## config.mk

```make
export PLATFORM = sky130hd
export DESIGN_NAME = rcc_reset_cause
export DESIGN_NICKNAME = d
export VERILOG_FILES = /design/src/rcc_pkg.sv /design/src/rcc_sticky.sv /design/src/rcc_reset_cause.sv
export SDC_FILE = /design/constraint.sdc
export NUM_CORES = 1
export LEC_CHECK = 0
export ABC_CLOCK_PERIOD_IN_PS = 1600
export BUFFER_PORTS_ARGS = -buffer_cell sky130_fd_sc_hd__buf_2
export CAP_MARGIN = 30
export CORE_MARGIN = 3
export CORE_UTILIZATION = 35
export DETAILED_ROUTE_END_ITERATION = 16
export PLACE_DENSITY = 0.64
export RECOVER_POWER = 100
export SYNTH_ARGS = -nofsm -noshare
export SYNTH_HDL_FRONTEND = slang
export SYNTH_SLANG_ARGS = --single-unit
export TNS_END_PERCENT = 50
```

## constraint.sdc

```tcl
create_clock -name clk_i -period 1.6 [get_ports clk_i]
set_input_delay 0 -clock clk_i [delete_from_list [all_inputs] [get_ports clk_i]]
set_output_delay 0 -clock clk_i [all_outputs]
set_load 0.03 [all_outputs]
```

## src/rcc_pkg.sv

```systemverilog
`default_nettype none
package rcc_pkg;
    localparam int ADR_W = 4;
    localparam int DAT_W = 32;
    localparam int SEL_W = 4;
    localparam int REG_W = 16;

    // byte offsets on the bus
    localparam logic [ADR_W-1:0] OFS_CAUSE = 4'h0;
    localparam logic [ADR_W-1:0] OFS_IRQ_STAT = 4'h4;
    localparam logic [ADR_W-1:0] OFS_IRQ_MASK = 4'h8;

    // field positions of reset_cause_control
    localparam int BIT_TRAP = 15;
    localparam int BIT_ILLOP = 14;
    localparam int BIT_FLASH_KEEP = 11;
    localparam int BIT_CFG_MISM = 9;
    localparam int BIT_CORE_KEEP = 8;
    localparam int BIT_PIN_RST = 7;
    localparam int BIT_SOFT_RST = 6;
    localparam int BIT_SOFT_WDT = 5;
    localparam int BIT_WDT_TO = 4;
    localparam int BIT_SLEEP = 3;
    localparam int BIT_IDLE = 2;
    localparam int BIT_BROWNOUT = 1;
    localparam int BIT_POWERON = 0;

    localparam logic [REG_W-1:0] CAUSE_IMPL_MASK = 16'hcbff;
    localparam logic [REG_W-1:0] CAUSE_FLAG_MASK = 16'hc2df;
    localparam logic [REG_W-1:0] CAUSE_RESET = 16'h0003;
    localparam logic [REG_W-1:0] IRQ_RESET = 16'h0000;

    typedef enum logic [0:0] {
        RCC_BUS_IDLE = 1'b0,
        RCC_BUS_ACK = 1'b1
    } rcc_bus_st_t;
endpackage
`default_nettype wire

```

## src/rcc_sticky.sv

```systemverilog
`default_nettype none
module rcc_sticky #(
    parameter int W = 16,
    parameter logic [W-1:0] RST_VAL = '0
) (
    input wire logic clk_i,          // system clock
    input wire logic rst_i,          // sync reset, active high
    input wire logic [W-1:0] set_i,  // hardware set pulses
    input wire logic [W-1:0] clr_i,  // write-one-to-clear mask
    output logic [W-1:0] q_o         // sticky bits
);
    logic [W-1:0] q_r;
    logic [W-1:0] q_nxt;

    // set is applied last so an event in the clear cycle survives
    always_comb begin
        q_nxt = (q_r & ~clr_i) | set_i;
    end

    always_ff @(posedge clk_i) begin
        if (rst_i) begin
            q_r <= RST_VAL;
        end else begin
            q_r <= q_nxt;
        end
    end

    assign q_o = q_r;
endmodule
`default_nettype wire

```

## src/rcc_reset_cause.sv

```systemverilog
// Overview of operation
// a trap conflict reset sets the trap flag, bit 15; otherwise it stays clear
// illegal opcode, bad address mode or uninitialised pointer reset sets bit 14
// bit 11 one keeps the flash regulator on in sleep; zero puts it to standby
// a configuration mismatch reset sets bit 9
// bit 8 zero puts the main regulator to standby in sleep; one keeps it on
// a master clear pin reset sets bit 7
// a software reset instruction sets bit 6
// bit 5 is the software watchdog enable: one runs it, zero stops it
// a watchdog timeout sets bit 4; otherwise it stays clear
// software may set or clear any flag; that never causes a reset
// fuse enable at one runs the watchdog always, ignoring bit 5
// power-on gives bits 1 and 0 one, others zero; 13, 12, 10 read zero
// wake from sleep or idle, brown-out and power-on set their flags
//
// Register access over Wishbone and the address map are this design's own decisions.
`default_nettype none
module rcc_reset_cause (
    input wire logic clk_i,                                  // 50 MHz system clock
    input wire logic rst_i,                                  // power-on reset, sync, high
    input wire logic wb_cyc_i,                               // bus cycle
    input wire logic wb_stb_i,                               // bus strobe
    input wire logic wb_we_i,                                // write enable
    input wire logic [rcc_pkg::ADR_W-1:0] wb_adr_i,          // byte address
    input wire logic [rcc_pkg::DAT_W-1:0] wb_dat_i,          // write data
    input wire logic [rcc_pkg::SEL_W-1:0] wb_sel_i,          // byte selects
    output logic [rcc_pkg::DAT_W-1:0] wb_dat_o,              // read data
    output logic wb_ack_o,                                   // acknowledge
    input wire logic trap_conflict_i,                        // trap conflict reset pulse
    input wire logic illegal_op_i,                           // illegal op reset pulse
    input wire logic config_mismatch_i,                      // config mismatch reset pulse
    input wire logic master_clear_pin_i,                     // pin reset pulse
    input wire logic soft_reset_i,                           // reset instruction pulse
    input wire logic watchdog_timeout_i,                     // watchdog time-out pulse
    input wire logic sleep_wake_i,                           // woke from sleep pulse
    input wire logic idle_wake_i,                            // woke from idle pulse
    input wire logic brownout_i,                             // brown-out reset pulse
    input wire logic watchdog_fuse_enable_i,                 // fuse bit, 1 = unprogrammed
    input wire logic sleeping_i,                             // device is in sleep
    output logic watchdog_run_o,                             // watchdog enabled
    output logic flash_reg_standby_o,                        // flash regulator in standby
    output logic core_reg_standby_o,                         // main regulator in standby
    output logic [rcc_pkg::REG_W-1:0] reset_cause_control_o, // register contents
    output logic irq_o                                       // level interrupt
);
    import rcc_pkg::*;

    rcc_bus_st_t bus_st_r;
    rcc_bus_st_t bus_st_nxt;
    logic [DAT_W-1:0] rdat_r;
    logic [DAT_W-1:0] rdat_nxt;
    logic [REG_W-1:0] cause_r;
    logic [REG_W-1:0] cause_nxt;
    logic [REG_W-1:0] mask_r;
    logic [REG_W-1:0] mask_nxt;
    logic [REG_W-1:0] irq_stat;
    logic [REG_W-1:0] irq_clr;
    logic [REG_W-1:0] hw_ev;
    logic wdt_run_r;
    logic wdt_run_nxt;
    logic flash_sb_r;
    logic flash_sb_nxt;
    logic core_sb_r;
    logic core_sb_nxt;
    logic req;
    logic wr_commit;
    logic wr_cause;
    logic wr_stat;
    logic wr_mask;

    // byte-lane merge of a 16-bit register from a 32-bit write
    function automatic logic [REG_W-1:0] merge16(
        input logic [REG_W-1:0] old_v,
        input logic [DAT_W-1:0] new_v,
        input logic [SEL_W-1:0] sel
    );
        logic [REG_W-1:0] res;
        res = old_v;
        if (sel[0]) begin
            res[7:0] = new_v[7:0];
        end
        if (sel[1]) begin
            res[15:8] = new_v[15:8];
        end
        return res;
    endfunction

    // bus slave: one wait cycle, ack for exactly one cycle
    assign req = wb_cyc_i && wb_stb_i;
    assign wr_commit = (bus_st_r == RCC_BUS_ACK) && req && wb_we_i;
    assign wr_cause = wr_commit && (wb_adr_i == OFS_CAUSE);
    assign wr_stat = wr_commit && (wb_adr_i == OFS_IRQ_STAT);
    assign wr_mask = wr_commit && (wb_adr_i == OFS_IRQ_MASK);

    always_comb begin
        bus_st_nxt = bus_st_r;
        rdat_nxt = rdat_r;
        case (bus_st_r)
            RCC_BUS_IDLE: begin
                if (req) begin
                    bus_st_nxt = RCC_BUS_ACK;
                    // unmapped offsets read as zero and ignore writes
                    case (wb_adr_i)
                        OFS_CAUSE: rdat_nxt = {16'h0000, cause_r};
                        OFS_IRQ_STAT: rdat_nxt = {16'h0000, irq_stat};
                        OFS_IRQ_MASK: rdat_nxt = {16'h0000, mask_r};
                        default: rdat_nxt = 32'h0000_0000;
                    endcase
                end
            end
            RCC_BUS_ACK: begin
                bus_st_nxt = RCC_BUS_IDLE;
            end
            default: begin
                bus_st_nxt = RCC_BUS_IDLE;
            end
        endcase
    end

    always_ff @(posedge clk_i) begin
        if (rst_i) begin
            bus_st_r <= RCC_BUS_IDLE;
            rdat_r <= 32'h0000_0000;
        end else begin
            bus_st_r <= bus_st_nxt;
            rdat_r <= rdat_nxt;
        end
    end

    assign wb_ack_o = (bus_st_r == RCC_BUS_ACK);
    assign wb_dat_o = rdat_r;

    // hardware cause events, placed at their register positions
    always_comb begin
        hw_ev = 16'h0000;
        hw_ev[BIT_TRAP] = trap_conflict_i;
        hw_ev[BIT_ILLOP] = illegal_op_i;
        hw_ev[BIT_CFG_MISM] = config_mismatch_i;
        hw_ev[BIT_PIN_RST] = master_clear_pin_i;
        hw_ev[BIT_SOFT_RST] = soft_reset_i;
        hw_ev[BIT_WDT_TO] = watchdog_timeout_i;
        hw_ev[BIT_SLEEP] = sleep_wake_i;
        hw_ev[BIT_IDLE] = idle_wake_i;
        hw_ev[BIT_BROWNOUT] = brownout_i;
    end

    // cause register: software write first, hardware set wins over it
    always_comb begin
        cause_nxt = cause_r;
        if (wr_cause) begin
            cause_nxt = merge16(cause_r, wb_dat_i, wb_sel_i);
        end
        cause_nxt = (cause_nxt | (hw_ev & CAUSE_FLAG_MASK)) & CAUSE_IMPL_MASK;
    end

    // only power-on reloads this register, to CAUSE_RESET with bits 1 and 0 set; the other resets only flag
    always_ff @(posedge clk_i) begin
        if (rst_i) begin
            cause_r <= CAUSE_RESET;
        end else begin
            cause_r <= cause_nxt;
        end
    end

    // interrupt status and mask share the cause layout
    assign irq_clr = wr_stat ? merge16(16'h0000, wb_dat_i, wb_sel_i) : 16'h0000;

    rcc_sticky #(
        .W(REG_W),
        .RST_VAL(IRQ_RESET)
    ) u_irq_stat (
        .clk_i(clk_i),
        .rst_i(rst_i),
        .set_i(hw_ev & CAUSE_FLAG_MASK),
        .clr_i(irq_clr),
        .q_o(irq_stat)
    );

    always_comb begin
        mask_nxt = mask_r;
        if (wr_mask) begin
            mask_nxt = merge16(mask_r, wb_dat_i, wb_sel_i) & CAUSE_FLAG_MASK;
        end
    end

    always_ff @(posedge clk_i) begin
        if (rst_i) begin
            mask_r <= IRQ_RESET;
        end else begin
            mask_r <= mask_nxt;
        end
    end

    assign irq_o = |(irq_stat & mask_r);

    // watchdog enable and regulator standby, registered outputs
    always_comb begin
        wdt_run_nxt = watchdog_fuse_enable_i || cause_r[BIT_SOFT_WDT];
        flash_sb_nxt = sleeping_i && !cause_r[BIT_FLASH_KEEP];
        core_sb_nxt = sleeping_i && !cause_r[BIT_CORE_KEEP];
    end

    always_ff @(posedge clk_i) begin
        if (rst_i) begin
            wdt_run_r <= 1'b0;
            flash_sb_r <= 1'b0;
            core_sb_r <= 1'b0;
        end else begin
            wdt_run_r <= wdt_run_nxt;
            flash_sb_r <= flash_sb_nxt;
            core_sb_r <= core_sb_nxt;
        end
    end

    // no reset request output exists, so a software set cannot reset
    assign watchdog_run_o = wdt_run_r;
    assign flash_reg_standby_o = flash_sb_r;
    assign core_reg_standby_o = core_sb_r;
    assign reset_cause_control_o = cause_r;
endmodule
`default_nettype wire

```

Yosys cells after proc, flatten, opt, wreduce, memory -nomap -nowiden. Index checks and enable logic that the tools add are counted.

$mul: 0. Eq/ne operators: 2. Reduce and logical (&&, ||, !) cells: 16. Magnitude comparators: 0. Div/mod/pow operators: 0. Muxes and demuxes: 9. Shift operators: 0. Bitwise logic cells: 6. $add $sub $neg: 0.

Operators by type and width (count): $pmux W16 S3 (1); $and A16 B16 Y16 (2); $mux W16 (2); $mux W8 (4); $or A16 B16 Y16 (2); $not A16 Y16 (1); $reduce_or A16 Y1 (1); $logic_and A1 B1 Y1 (8); $reduce_and A2 Y1 (3); $eq A4 B3 Y1 const B (1); $eq A4 B4 Y1 const B (1); $logic_not A4 Y1 (1); $logic_not A1 Y1 (2); $pmux W1 S2 (1); $logic_or A1 B1 Y1 (1); $mux W1 (1); $not A1 Y1 (1).

Bits in read-only memories: 0. Memories kept: 0. Bits in writable memories: 0. Word-level logic and storage cells: 43. Register bits: 78. Latch bits: 0. Output and inout port bits: 53. Input bits: 56.

Depth between registers and ports, before layout.
Depth after elaboration: 8. Depth in mapped cells: 5. Depth with buffers taken out: 3.

By module. Synthesis repeated with hierarchy kept, for this count alone.

Cell total of the unflattened synthesis: 325. Area, all modules: 2954.1 sq um.

By module, submodules not included: rcc_reset_cause (instances 1, cells each 259, area each 2324.7 sq um, sequential area each 860.8 sq um); rcc_sticky (instances 1, cells each 66, area each 629.4 sq um, sequential area each 320.3 sq um).

Worst setup path after synthesis. No wires, ideal clock.

Kind: flip-flop to flip-flop. Start point: register bus_st_r (netlist: wb_ack_o). End point: register cause_r[2] (netlist: reset_cause_control_o[2]). Slack: 0.038 ns. Stages on the path, launching flop included: 5. Period minus slack after synthesis: 1.562 ns. Arrival: 1.429 ns. Library setup time: 0.132 ns. Path through: dfxtp_1 nand4_1 clkbuf_1 o31ai_1 a31oi_1.

Longest elaborated chain between the ends: 5.

RTL lines: start, declared (RTL line rcc_reset_cause.sv:48) `rcc_bus_st_t bus_st_r;`; start signal, assigned (RTL line rcc_reset_cause.sv:125) `bus_st_r <= bus_st_nxt;`; $logic_and A1 B1 Y1 (2 in a row) (RTL line rcc_reset_cause.sv:90) `assign wr_commit = (bus_st_r == RCC_BUS_ACK) && req && wb_we_i;`; $logic_and A1 B1 Y1 (RTL line rcc_reset_cause.sv:91) `assign wr_cause = wr_commit && (wb_adr_i == OFS_CAUSE);`; $mux W16 (RTL line rcc_reset_cause.sv:150) `if (wr_cause) begin`; $or A16 B16 Y16 (RTL line rcc_reset_cause.sv:153) `cause_nxt = (cause_nxt | (hw_ev & CAUSE_FLAG_MASK)) & CAUSE_IMPL_MASK;`; end signal, assigned (RTL line rcc_reset_cause.sv:161) `cause_r <= cause_nxt;`; end, declared (RTL line rcc_reset_cause.sv:52) `logic [REG_W-1:0] cause_r;`.

No other way between the ends. A chain may end at the register's enable or synchronous reset.

Worst setup path in the final report.
Start point: register bus_st_r (netlist: wb_ack_o). End point: register mask_r[9].

Longest elaborated chain between the ends: 4.

RTL lines: $logic_and A1 B1 Y1 (2 in a row) (RTL line rcc_reset_cause.sv:90); $logic_and A1 B1 Y1 (RTL line rcc_reset_cause.sv:93) `assign wr_mask = wr_commit && (wb_adr_i == OFS_IRQ_MASK);`; $reduce_and A2 Y1 (no source line); end signal, assigned (RTL line rcc_reset_cause.sv:190) `mask_r <= mask_nxt;`; end, declared (RTL line rcc_reset_cause.sv:54) `logic [REG_W-1:0] mask_r;`.

No other way between the ends.

==> metrics.md <==
| Metric | Value |
|---|---|
| Warnings from Yosys | `0` |
| Period utilisation layout | `0.918` |
| Clock transition at path regs | `roughly 0.07 ns` |
| Layout area overhead | `30.4%` |
| PnR worst setup slack | `0.131 ns` |
| Antenna-violating nets left | `0` |
| CP Capture Point | `mask_r[9]$_SDFFE_PP0P_` |
| CTS H-tree depth | `3` |
| Setup WS pre-CTS | `between 0.1 and 0.15 ns` |
| DP HPWL | `around 5400 um` |
| Outcome | `completed` |
| Die H | `around 95 um` |
| Post-Route Setup TNS | `0 ns` |
| First-pass GRT wire length | `around 12000 um` |
| DR vias | `2587` |
| Row Count | `31` |
| Cell taking the most area after synthesis | `dfxtp_1` |
| Pwr dens | `951 mW/mm^2` |
| Static leakage | `~0.0014 uW` |
| Max Clk Rate | `a little under 700 MHz` |
| Top cells by area, synth | `dfxtp_1, mux2i_1, nand2b_1` |
| Dpl cells | `462` |
| Total wire length | `~7700 um` |
| Crit Path Category | `reg2reg` |
| Crit. End Element | `flop` |
| Total Routing Usage GR | `0.178` |
| Setup Skew | `0.00609 ns` |
| DR iter-0 viols | `around 160` |
| Port bufs | `71` |
| Commonest non-fill, non-tap cell in the layout | `dfxtp_1` |
| Per-instance average area after synthesis | `a little over 9 sq um` |
| Vias per cell | `just over 5` |
| Vias in the first global route | `2632` |
| Post-synthesis register bit count | `59` |
| Clock Tree Root | `clkbuf_8` |
| Synth top area share | `0.424` |
| Final Hold Viols | `0` |
| Critical path startpoint category | `flop` |
| Hold WS | `slightly above 0.02 ns` |
| Share of layout cells above drive strength 1 | `0.182` |
| Synth cell types | `39` |
| DRC | `0` |
| Most frequent cells in the layout | `dfxtp_1, buf_2, clkbuf_1` |
| Crit path time final | `1.47 ns` |
| N_diodes | `0` |
| Cells after Synth | `just over 300` |
| Worst-Skew Late Latency | `~0.34 ns` |
| Antenna violations before repair | `0` |
| Nets | `around 460` |
| GPL Wtd Cong | `around 0.8` |
| CTS tree | `done` |
| Ports | `~110` |
| Bufs on Longest Clock Path | `2` |
| Fin cells | `slightly above 500` |
| Worst Reg-to-Reg Cells | `4` |
| DR pass1 iterations | `4` |
| Total CTS buffers | `9` |
| Arrival time of the worst setup path | `roughly 1.7 ns` |
| CP startpoint | `wb_ack_o$_SDFF_PP0_` |
| Fin util | `0.485` |
| Sequential area share after synthesis | `0.424` |
| Sink Count | `between 50 and 60` |
| Crit Path Max Fanout | `14` |
| Largest net degree at the start of global routing | `45` |
| Worst Path Required | `about 1.9 ns` |
| Worst Hold Class | `in2reg` |
| RSZ-0062 raised after global routing | `false` |
| Die Width | `roughly 95 um` |
| Peak VDD IR | `slightly above 0.6 mV` |
| GRT overflow | `0` |
| Final number of max-transition violations | `0` |
| Initial Util | `0.372` |
| Setup slack, reg-to-reg | `between 0.1 and 0.15 ns` |
| Endpoints failing setup | `0` |
| Core area | `0.00749 sq mm` |
| RR Startpoint | `wb_ack_o$_SDFF_PP0_` |
| Die area | `around 0.0091 sq mm` |
| Reg2reg end | `mask_r[9]$_SDFFE_PP0P_` |
| Area of the mapped netlist | `~0.0028 sq mm` |
| Max Cap Viol | `0` |
| Routed wire per std cell | `between 15 and 20 um` |
-- synthesized netlist by cell type --
| cell type | n |
|---|---|
| mux2_2 | 3 |
| a211o_1 | 1 |
| a31oi_1 | 8 |
| buf_4 | 19 |
| a22o_1 | 1 |
| a311oi_1 | 9 |
| nor3_2 | 2 |
| dfxtp_1 | 59 |
| nand2_1 | 6 |
| and4_1 | 1 |
| a21oi_1 | 16 |
| nand3_1 | 6 |
| or4b_4 | 1 |
| nor3_1 | 3 |
| nand2b_1 | 28 |
| nand4_1 | 13 |
| nor3_4 | 1 |
| mux2i_1 | 22 |
| clkbuf_1 | 18 |
| a2bb2oi_1 | 10 |
| nor2_1 | 16 |
| nor4b_2 | 1 |
| buf_6 | 1 |
| o31ai_1 | 11 |
| a221oi_1 | 1 |
| or4_1 | 1 |
| a22oi_1 | 3 |
| inv_1 | 10 |
| and3_1 | 2 |
| nand3b_1 | 11 |
| nor2b_1 | 1 |
| buf_1 | 1 |
| conb_1 | 1 |
| or3_1 | 1 |
| and3b_1 | 1 |
| nor4_1 | 1 |
| clkinv_1 | 1 |
| buf_2 | 3 |
| o21ai_1 | 10 |
-- timing repair --
| item | CTS | global route |
|---|---|---|
| resized for setup | 0 | 2 |
| buffers inserted | 0 | 0 |
| endpoints found under the hold margin | 42 | 0 |
| setup endpoints to repair | 0 | 3 |
| hold buffers | 28 | 0 |
-- registers in the layout (all words and copies together), names as in the netlist --
register,cells
reset_cause_control_o,13
core_reg_standby_o,1
wb_ack_o,1
flash_reg_standby_o,1
u_irq_stat.q_o,16
mask_r,10
wb_dat_o,16
watchdog_run_o,1
-- where the power goes --
group / internal (uW) / switching, uW / leakage (uW)
registers: 1510 / 28.9 / 0.000482
logic: 177 / 271 / 0.000838
clock network: 872 / 601 / 0.000103
total: 2560 / 900 / 0.00142
-- stage by stage --
step	total power, uW	cell area (sq um)
after floorplan	1870	2850
after global placement	1960	3180
after detailed placement	1970	3180
after CTS	3480	3670
after global routing	3590	3630
final	3460	3630
-- layout make-up --
type,count,area [sq um]
clock buffers,11,131
clock inverters,5,77.6
fillers,725,3850
inverters,11,41.3
multi-input cells,210,1400
flip-flops and latches,59,1180
well taps,99,124
repair buffers,111,679
-- how the worst min path moves through the flow --
stage                       from                                    end  slack [ns]  depth (start not counted)
CTS                  wb_sel_i[0]  reset_cause_control_o[5]$_SDFFE_PP0P_        0.01                          3
detailed placement  wb_dat_i[10]          u_irq_stat.q_o[10]$_SDFF_PP0_        0.18                          2
finish               wb_sel_i[0]  reset_cause_control_o[5]$_SDFFE_PP0P_        0.02                          3
global placement    wb_dat_i[12]          u_irq_stat.q_o[12]$_SDFF_PP0_        0.17                          2
floorplan            wb_dat_i[0]           u_irq_stat.q_o[0]$_SDFF_PP0_        0.09                          1
global route         wb_sel_i[0]    reset_cause_control_o[4]$_SDFF_PP0_        0.04                          3
-- logic make-up after synthesis --
group | share of synthesized area
mux | 0.0912
compound gates | 0.172
simple gates | 0.211
buf+inv | 0.101
other cells | 0.00135
flops | 0.424
-- worst max-delay path: stages (launching register included) --
cell and delay (ns):
dfxtp_1 0.37, nand4_1 0.10, clkbuf_2 0.28, nor3_2 0.41, mux2i_1 0.23
-- per-layer routing --
metal / GRT usage / vias to the layer above / share of wire
met4: 0.0950 / 0 / 0.021
li1: - / 1266 / -
met5: 0 / - / 0
met3: 0.0466 / 16 / 0.069
met2: 0.289 / 94 / 0.48
met1: 0.216 / 1211 / 0.43
Note: power is estimated with default switching activity, not from simulation.
